$ cat config.mk
export PLATFORM = sky130hd
export DESIGN_NAME = pfc_pause_ctrl
export DESIGN_NICKNAME = d
export VERILOG_FILES = /design/src/pfc_pause_ctrl.v
export VERILOG_INCLUDE_DIRS = /design/src
export SDC_FILE = /design/constraint.sdc
export NUM_CORES = 1
export LEC_CHECK = 0
export BUFFER_PORTS_ARGS = -buffer_cell sky130_fd_sc_hd__buf_2
export CORE_ASPECT_RATIO = 0.8
export CORE_UTILIZATION = 55
export CTS_BUF_LIST = sky130_fd_sc_hd__clkbuf_2
export DETAILED_ROUTE_END_ITERATION = 7
export PLACE_DENSITY_LB_ADDON = 0.25
export SLEW_MARGIN = 20
export SYNTH_ARGS = -nofsm -noshare
export SYNTH_HDL_FRONTEND = slang
export SYNTH_SLANG_ARGS = --single-unit
$ cat constraint.sdc
create_clock -name i_mclk -period 4.1 [get_ports i_mclk]
set_clock_uncertainty 0.05 [all_clocks]
set_input_delay 0.205 -clock i_mclk [delete_from_list [all_inputs] [get_ports i_mclk]]
set_output_delay 0.205 -clock i_mclk [all_outputs]
set_load 0.02 [all_outputs]
$ cat src/pfc_defines.vh
// constants for the pause flow-control block
`ifndef PFC_DEFINES_VH
`define PFC_DEFINES_VH
`define PFC_ADDR_W            8
`define PFC_OFF_CTRL          8'h44
`define PFC_OFF_IRQ_STATUS    8'h48
`define PFC_OFF_IRQ_MASK      8'h4c
`define PFC_CTRL_RESET        32'h00000000
`define PFC_BIT_MANUAL_EN     31
`define PFC_BIT_GROUP_ADDR    30
`define PFC_BIT_DEST_MATCH    29
`define PFC_BIT_ACTIVE        23
`define PFC_BIT_SEEN          22
`define PFC_BIT_AUTONEG       21
`define PFC_BIT_LOAD          16
`define PFC_GROUP_ADDR        48'h0180c2000001
`define PFC_SLOT_BITS         512
// mac clock 20 MHz: slot time = 512 bit times
`define PFC_CLK_HZ            20000000
`define PFC_BITRATE_10M       10000000
`define PFC_BITRATE_100M      100000000
// slot length in mac clocks; written out because the product overflows 32-bit integer math
// 100 Mb/s truncates 102.4 to 102, so a slot runs a little short at that speed
`define PFC_SLOT_CYC_10M      12'h400
`define PFC_SLOT_CYC_100M     12'h066
// interrupt bits: 0 pause frame accepted, 1 pause interval ended
`define PFC_IRQ_W             2
`define PFC_RESP_OKAY         2'b00
`define PFC_RESP_SLVERR       2'b10
`endif

$ cat src/pfc_pause_ctrl.v
// pause flow-control logic with its control/status registers on axi4-lite
`timescale 1ns/100ps
`include "pfc_defines.vh"
module pfc_pause_ctrl (
    input  wire        i_mclk,
    input  wire        i_resetn,
    input  wire        i_speed_100,
    input  wire        i_adv_pause_cap,
    input  wire        i_an_pause_ok,
    input  wire        i_rx_pause_valid,
    input  wire [47:0] i_rx_pause_dest,
    input  wire        i_rx_perfect_hit,
    input  wire        i_rx_pattern_hit,
    input  wire [15:0] i_rx_pause_len,
    output wire        o_tx_hold,
    output wire        o_irq,
    input  wire [7:0]  i_awaddr,
    input  wire        i_awvalid,
    output wire        o_awready,
    input  wire [31:0] i_wdata,
    input  wire [3:0]  i_wstrb,
    input  wire        i_wvalid,
    output wire        o_wready,
    output reg  [1:0]  o_bresp,
    output reg         o_bvalid,
    input  wire        i_bready,
    input  wire [7:0]  i_araddr,
    input  wire        i_arvalid,
    output wire        o_arready,
    output reg  [31:0] o_rdata,
    output reg  [1:0]  o_rresp,
    output reg         o_rvalid,
    input  wire        i_rready
);
    localparam [11:0] SLOT_10M  = `PFC_SLOT_CYC_10M;
    localparam [11:0] SLOT_100M = `PFC_SLOT_CYC_100M;

    // control bits and pause state
    reg         manual_en_q;
    reg         group_addr_q;
    reg         dest_match_q;
    reg  [15:0] count_q;
    reg         seen_q;
    reg  [11:0] slot_cnt_q;
    reg  [1:0]  irq_stat_q;
    reg  [1:0]  irq_mask_q;
    // the status line is a strap-like level from the phy domain, so it is synchronised
    reg  [1:0]  an_sync_q;
    reg  [1:0]  adv_sync_q;

    // write address/data are held separately so either may arrive first
    reg         aw_hold_q;
    reg  [7:0]  aw_addr_q;
    reg         w_hold_q;
    reg  [31:0] w_data_q;
    reg  [3:0]  w_strb_q;

    wire autoneg_ok = an_sync_q[1] & adv_sync_q[1];
    wire rx_enable  = manual_en_q | autoneg_ok;
    wire active     = (count_q != 16'h0000);
    wire group_hit  = group_addr_q & (i_rx_pause_dest == `PFC_GROUP_ADDR);
    wire rx_filter_hit = i_rx_perfect_hit | i_rx_pattern_hit;
    wire dest_hit   = dest_match_q & rx_filter_hit;
    wire rx_accept  = i_rx_pause_valid & rx_enable & (group_hit | dest_hit);
    wire [11:0] slot_len = i_speed_100 ? SLOT_100M : SLOT_10M;
    wire slot_tick  = active & (slot_cnt_q == slot_len - 12'h001);

    assign o_tx_hold = active;
    assign o_irq     = |(irq_stat_q & irq_mask_q);

    // write channel: take address and data independently, answer when both held
    assign o_awready = ~aw_hold_q & ~o_bvalid;
    assign o_wready  = ~w_hold_q & ~o_bvalid;
    wire wr_go = aw_hold_q & w_hold_q & ~o_bvalid;

    function [31:0] merge;
        input [31:0] old_v;
        input [31:0] new_v;
        input [3:0]  strb;
        integer k;
        begin
            for (k = 0; k < 4; k = k + 1) begin
                merge[k*8 +: 8] = strb[k] ? new_v[k*8 +: 8] : old_v[k*8 +: 8];
            end
        end
    endfunction

    wire [31:0] ctrl_view = {manual_en_q, group_addr_q, dest_match_q, 5'h00,
                             active, seen_q, autoneg_ok, 5'h00, count_q};
    wire [31:0] ctrl_wr   = merge(ctrl_view & 32'hffff0000 | {16'h0000, count_q}, w_data_q, w_strb_q);
    // register select codes shared by the write and read paths
    localparam [1:0] SEL_NONE = 2'h0;
    localparam [1:0] SEL_CTRL = 2'h1;
    localparam [1:0] SEL_STAT = 2'h2;
    localparam [1:0] SEL_MASK = 2'h3;

    // low two address bits are ignored: every register is one aligned word
    function [1:0] reg_decode;
        input [7:0] addr;
        begin
            case ({addr[7:2], 2'b00})
                `PFC_OFF_CTRL:       reg_decode = SEL_CTRL;
                `PFC_OFF_IRQ_STATUS: reg_decode = SEL_STAT;
                `PFC_OFF_IRQ_MASK:   reg_decode = SEL_MASK;
                default:             reg_decode = SEL_NONE;
            endcase
        end
    endfunction

    wire [1:0] wr_sel = reg_decode(aw_addr_q);
    wire [1:0] rd_sel = reg_decode(i_araddr);
    wire wr_ctrl  = wr_go & (wr_sel == SEL_CTRL);
    wire wr_stat  = wr_go & (wr_sel == SEL_STAT);
    wire wr_mask  = wr_go & (wr_sel == SEL_MASK);
    wire ld_req   = wr_ctrl & w_strb_q[2] & w_data_q[`PFC_BIT_LOAD];
    wire ld_ok    = ld_req & ~seen_q & ~active;
    wire man_off  = wr_ctrl & w_strb_q[3] & manual_en_q & ~ctrl_wr[`PFC_BIT_MANUAL_EN];
    wire end_now  = man_off & ~autoneg_ok;
    wire int_end  = active & ((slot_tick & (count_q == 16'h0001)) | end_now);

    always @(posedge i_mclk or negedge i_resetn) begin
        if (!i_resetn) begin
            an_sync_q  <= 2'b00;
            adv_sync_q <= 2'b00;
        end else begin
            an_sync_q  <= {an_sync_q[0], i_an_pause_ok};
            adv_sync_q <= {adv_sync_q[0], i_adv_pause_cap};
        end
    end

    // pause counter and status
    always @(posedge i_mclk or negedge i_resetn) begin
        if (!i_resetn) begin
            count_q    <= 16'h0000;
            seen_q     <= 1'b0;
            slot_cnt_q <= 12'h000;
        end else if (end_now) begin
            count_q    <= 16'h0000;
            seen_q     <= 1'b0;
            slot_cnt_q <= 12'h000;
        end else if (rx_accept) begin
            count_q    <= i_rx_pause_len;
            seen_q     <= (i_rx_pause_len != 16'h0000);
            slot_cnt_q <= 12'h000;
        end else if (ld_ok) begin
            count_q    <= ctrl_wr[15:0];
            slot_cnt_q <= 12'h000;
        end else if (active) begin
            if (slot_tick) begin
                slot_cnt_q <= 12'h000;
                count_q    <= count_q - 16'h0001;
                if (count_q == 16'h0001) begin
                    seen_q <= 1'b0;
                end
            end else begin
                slot_cnt_q <= slot_cnt_q + 12'h001;
            end
        end
    end

    // write address capture; the hold flag closes the channel until the response is out
    always @(posedge i_mclk or negedge i_resetn) begin
        if (!i_resetn) begin
            aw_hold_q <= 1'b0;
            aw_addr_q <= 8'h00;
        end else if (wr_go) begin
            aw_hold_q <= 1'b0;
        end else if (i_awvalid & o_awready) begin
            aw_hold_q <= 1'b1;
            aw_addr_q <= {i_awaddr[7:2], 2'b00};
        end
    end

    // write data capture
    always @(posedge i_mclk or negedge i_resetn) begin
        if (!i_resetn) begin
            w_hold_q <= 1'b0;
            w_data_q <= 32'h00000000;
            w_strb_q <= 4'h0;
        end else if (wr_go) begin
            w_hold_q <= 1'b0;
        end else if (i_wvalid & o_wready) begin
            w_hold_q <= 1'b1;
            w_data_q <= i_wdata;
            w_strb_q <= i_wstrb;
        end
    end

    // write response: unmapped words answer slverr and change nothing
    always @(posedge i_mclk or negedge i_resetn) begin
        if (!i_resetn) begin
            o_bvalid <= 1'b0;
            o_bresp  <= `PFC_RESP_OKAY;
        end else if (wr_go) begin
            o_bvalid <= 1'b1;
            o_bresp  <= (wr_sel != SEL_NONE) ? `PFC_RESP_OKAY : `PFC_RESP_SLVERR;
        end else if (o_bvalid & i_bready) begin
            o_bvalid <= 1'b0;
        end
    end

    // control bits of the pause register
    always @(posedge i_mclk or negedge i_resetn) begin
        if (!i_resetn) begin
            manual_en_q  <= 1'b0;
            group_addr_q <= 1'b0;
            dest_match_q <= 1'b0;
        end else if (wr_ctrl) begin
            manual_en_q  <= ctrl_wr[`PFC_BIT_MANUAL_EN];
            group_addr_q <= ctrl_wr[`PFC_BIT_GROUP_ADDR];
            dest_match_q <= ctrl_wr[`PFC_BIT_DEST_MATCH];
        end
    end

    // interrupt mask
    always @(posedge i_mclk or negedge i_resetn) begin
        if (!i_resetn) begin
            irq_mask_q <= 2'b00;
        end else if (wr_mask & w_strb_q[0]) begin
            irq_mask_q <= w_data_q[1:0];
        end
    end

    // interrupt status, write one to clear
    always @(posedge i_mclk or negedge i_resetn) begin
        if (!i_resetn) begin
            irq_stat_q <= 2'b00;
        end else begin
            // a new event in the clearing cycle wins over the clear
            irq_stat_q <= (irq_stat_q & ~((wr_stat & w_strb_q[0]) ? w_data_q[1:0] : 2'b00))
                          | {int_end, rx_accept};
        end
    end

    // read channel: data is captured at the address edge, so a read shows the live counter then
    always @(posedge i_mclk or negedge i_resetn) begin
        if (!i_resetn) begin
            o_rvalid <= 1'b0;
            o_rresp  <= `PFC_RESP_OKAY;
            o_rdata  <= 32'h00000000;
        end else if (i_arvalid & o_arready) begin
            o_rvalid <= 1'b1;
            o_rresp  <= `PFC_RESP_OKAY;
            case (rd_sel)
                SEL_CTRL: o_rdata <= ctrl_view;
                SEL_STAT: o_rdata <= {30'h00000000, irq_stat_q};
                SEL_MASK: o_rdata <= {30'h00000000, irq_mask_q};
                default: begin
                    o_rdata <= 32'h00000000;
                    o_rresp <= `PFC_RESP_SLVERR;
                end
            endcase
        end else if (o_rvalid & i_rready) begin
            o_rvalid <= 1'b0;
        end
    end

    assign o_arready = ~o_rvalid;
endmodule // pfc_pause_ctrl

==> run summary <==
The final layout contains 782 nets. Setup repair after global routing left no endpoint under its margin. The worst-case IR drop observed on VDD is 0.000347 V. The path class of the tightest hold or removal check is in -> reg. Of all nets on the critical path, the largest fanout is 11.

The run gives 9 as the clock buffer count from CTS. STA classifies the critical path endpoint as a register. The library cell contributing the largest single delay on the critical path was or4b_1. Number of levels in the clock H-tree: 3. The routed wire length was 13.1 mm; the final critical-path share of the clock period was 0.788. Buffers placed on the I/O ports in this run total 143. Once routing completed, OpenROAD measured the worst setup slack at 0.870 ns. Synthesis inferred 98 register bits. The run finished with clean final reports.

The final-report max-slew violation count was 0. Among all flip-flop cells after synthesis, the most frequent one is dfrtp_1. The initial core utilization was 0.575; the total routing resource utilization after global routing was 0.305. The cell area that synthesis handed to floorplanning was 4960 um2. Counting both buffers and inverters, the worst setup path holds a total of 0.

The number of filler instances in the final layout was 614; the reg2reg setup slack was 0.87 ns. Each instance of the synthesized netlist takes up on average 10.8 um2. The logs give 0 for the count of antenna diodes in the layout and 2 for the buffer levels on the longest clock path. In the routed design, unresolved DRC markers number 0. Walking the worst path, the cells encountered are or4b_1, nor3_4, and4b_1, a221o_1, or2_1, mux2_1.

In this run the clock root is driven by a clkbuf_2. For the number of antenna violations at the first check in global routing, the log shows 0. The clock latency reported for the late side of the worst-skew pair was 0.56 ns; the total leakage power was 3.07 nW. Timing would allow up to 310 MHz. The first detailed-routing pass ran for 5 iterations. The number of enable-type register cells in the synthesized netlist was 0.

The power density relative to cell area is 580 nW/um2, and the pin count of the biggest net entering global routing is 65. At the worst endpoint, the arrival time is 3.66 ns. The stage delay of the slowest cell on the critical path came out at 0.68 ns. The startpoint of the worst setup timing path is aw_addr_q[5].

Kind of cell with the highest combined delay on the critical path: simple AND/OR/NAND/NOR gates. The tools report the number of DRC markers in iteration 0 as 353. Before CTS, the worst setup slack after placement is 0.948 ns.

The most critical setup path has its endpoint at count_q[8]. The total negative slack came out at 0 ns. The minimum hold slack is 0.0489 ns, and the fraction of final layout cells sized beyond drive strength 1 is 0.323.

The async set or reset register ratio after synthesis works out to 1.00. After detailed routing, the average wire length per cell comes to 17.1 um. The tools report the endpoint of the worst-slack reg-to-reg timing path as count_q[8]. The floorplan step defined a core boundary enclosing 8630 um2. The critical path runs through a total of 6 cells. From synthesis to final layout, the design area changed by 29.4%. For the sequential element share of the synthesized area, the log shows 0.494. The detailed router placed 4,449 vias in this run. For the worst max-slew margin expressed relative to the limit, the log shows 0.379. The launch instance of the worst register-to-register path is aw_addr_q[5]. The number of setup violations in the final report is 0. The library cell used most frequently in the layout, excluding fill and tap cells, is buf_2. Counting every sink on the clock net gives 98. The logs give 21.7 mm for the wire length of the first global-routing pass and 0 for the total of cells resized after clock tree synthesis.

TritonCTS built the clock tree. The hold violation total from the final report came out at 0. Boundary pin count: 172. The average vias per placed instance works out to 5.81. Number of standard cells in the layout, taps in and fillers out: 766. Clock-pin slew was measured on the worst setup and hold paths at 0.25 ns. The synthesized instance count is 460, and the x dimension of the die is 108 um. Across the run, the number of max-cap violations was 0. Summed over all nets, the half-perimeter wirelength after detailed placement is 9.22 mm. For the pin with the worst max-slew slack, the measured transition is 0.930 ns. Count of standard-cell rows: 30. In this run the remaining antenna-violating nets after routing total 0.

The netlist uses 59 different library cells. In the layout the commonest cells are 142 x buf_2, 98 x dfrtp_1, 55 x dlygate4sd3_1. The overall overflow remaining after global route is 0.

Via count of the first global-routing pass: 4,516. The worst setup path is of the reg -> reg kind. Critical path startpoint category: a register. The die footprint was 9410 um2. The time the final worst path needs with I/O delays and setup came out at 3.23 ns. At the end of routability-driven placement, the weighted congestion stood at 0.834.

Required time at the worst-slack endpoint: 4.53 ns. Synthesis warning total: 0. For the worst flop-to-flop path, the logic depth is 6. From bottom edge to top edge, the die measures 87.0 um. The number of placed cells counting well taps is 696.
## worst min path at each step
stage                     from       endpoint  slack, ns  cells past startpoint
6_report           i_araddr[3]    o_rdata[29]       0.05                      3
5_1_grt            i_araddr[3]    o_rdata[31]     0.0002                      3
3_3_place_gp     i_an_pause_ok   an_sync_q[0]       0.26                      1
3_5_place_dp   i_adv_pause_cap  adv_sync_q[0]       0.26                      1
4_1_cts            i_araddr[3]    o_rdata[31]       0.03                      3
2_1_floorplan         i_resetn  adv_sync_q[0]      -0.14                      0
## synth_stat cells (all sizes together), types with 8 or more instances
library cell	instances	area share
a21oi	16	0.017
a22o	23	0.041
buf	21	0.028
clkbuf	16	0.012
dfrtp	98	0.49
mux2	38	0.086
nand2	38	0.029
nand3	12	0.013
nand4	10	0.013
nor2	18	0.014
nor3	19	0.021
nor4	17	0.024
o211ai	8	0.012
o21ai	19	0.019
## metrics by stage
stage / power, W / area, um2 / utilization
4_1_cts: 0.00372 / 6420 / 0.744
5_1_grt: 0.00398 / 6420 / 0.744
6_report: 0.00372 / 6420 / 0.744
3_3_place_gp: 0.00305 / 5720 / 0.662
3_5_place_dp: 0.00311 / 5720 / 0.662
2_1_floorplan: 0.00269 / 5000 / -
## registers in the layout, indices dropped and copies added, names as in the netlist, 4 cells and up
register and cells:
w_data_q 20, aw_addr_q 6, count_q 16, slot_cnt_q 12, o_rdata 22, w_strb_q 4
## cells by family (layout without fill, tap and decap cells)
logic type                 Yosys count  after routing  share of synthesized area
and+or+nand+nor                    161            161                      0.186
DFF                                 98             98                      0.494
AOI/OAI and AO/OA                   96             96                      0.143
muxes                               45             45                      0.100
buffers and inverters               43            226                     0.0449
xor gates and xnor gates            13             13                     0.0229
adders and majority gates            3              3                    0.00757
other                                1             12                   0.000756
## per-layer routing
metal / wire [um] / part of all wire / GRT usage / vias to the layer above
met5: 0 / 0 / 0 / -
met1: 5550 / 0.42 / 0.391 / 2162
met3: 839 / 0.064 / 0.0770 / 34
met4: 335 / 0.026 / 0.123 / 0
met2: 6380 / 0.49 / 0.496 / 183
li1: - / - / - / 2070
## layout make-up
type                            instances  area (um2)  area share
Clock buffer                            9        45.0     0.00701
Clock inverter                          6         106      0.0166
Inverter                                6        22.5     0.00351
Multi-Input combinational cell        330        2330       0.363
Sequential cell                        98        2450       0.382
Tap cell                              112         140      0.0218
Timing Repair Buffer                  205        1320       0.206
## where the power goes
| part | internal [W] | leakage, nW | switching, W |
|---|---|---|---|
| clock | 0.000256 | 0.0854 | 0.000310 |
| sequential | 0.00122 | 1.26 | 0.000251 |
| combinational | 0.000804 | 1.72 | 0.000878 |
| total | 0.00228 | 3.07 | 0.00144 |
## timing repair
item / 4_1_cts / 5_1_grt
buffers inserted: 0 / 0
endpoints found under the hold margin: 117 / 0
hold buffers: 55 / 0
## worst min-delay path: stages
cell and delay [ns]:
buf_2 0.16, nor3b_2 0.11, a22o_1 0.18
No activity file was read; power rests on OpenSTA's default activity.
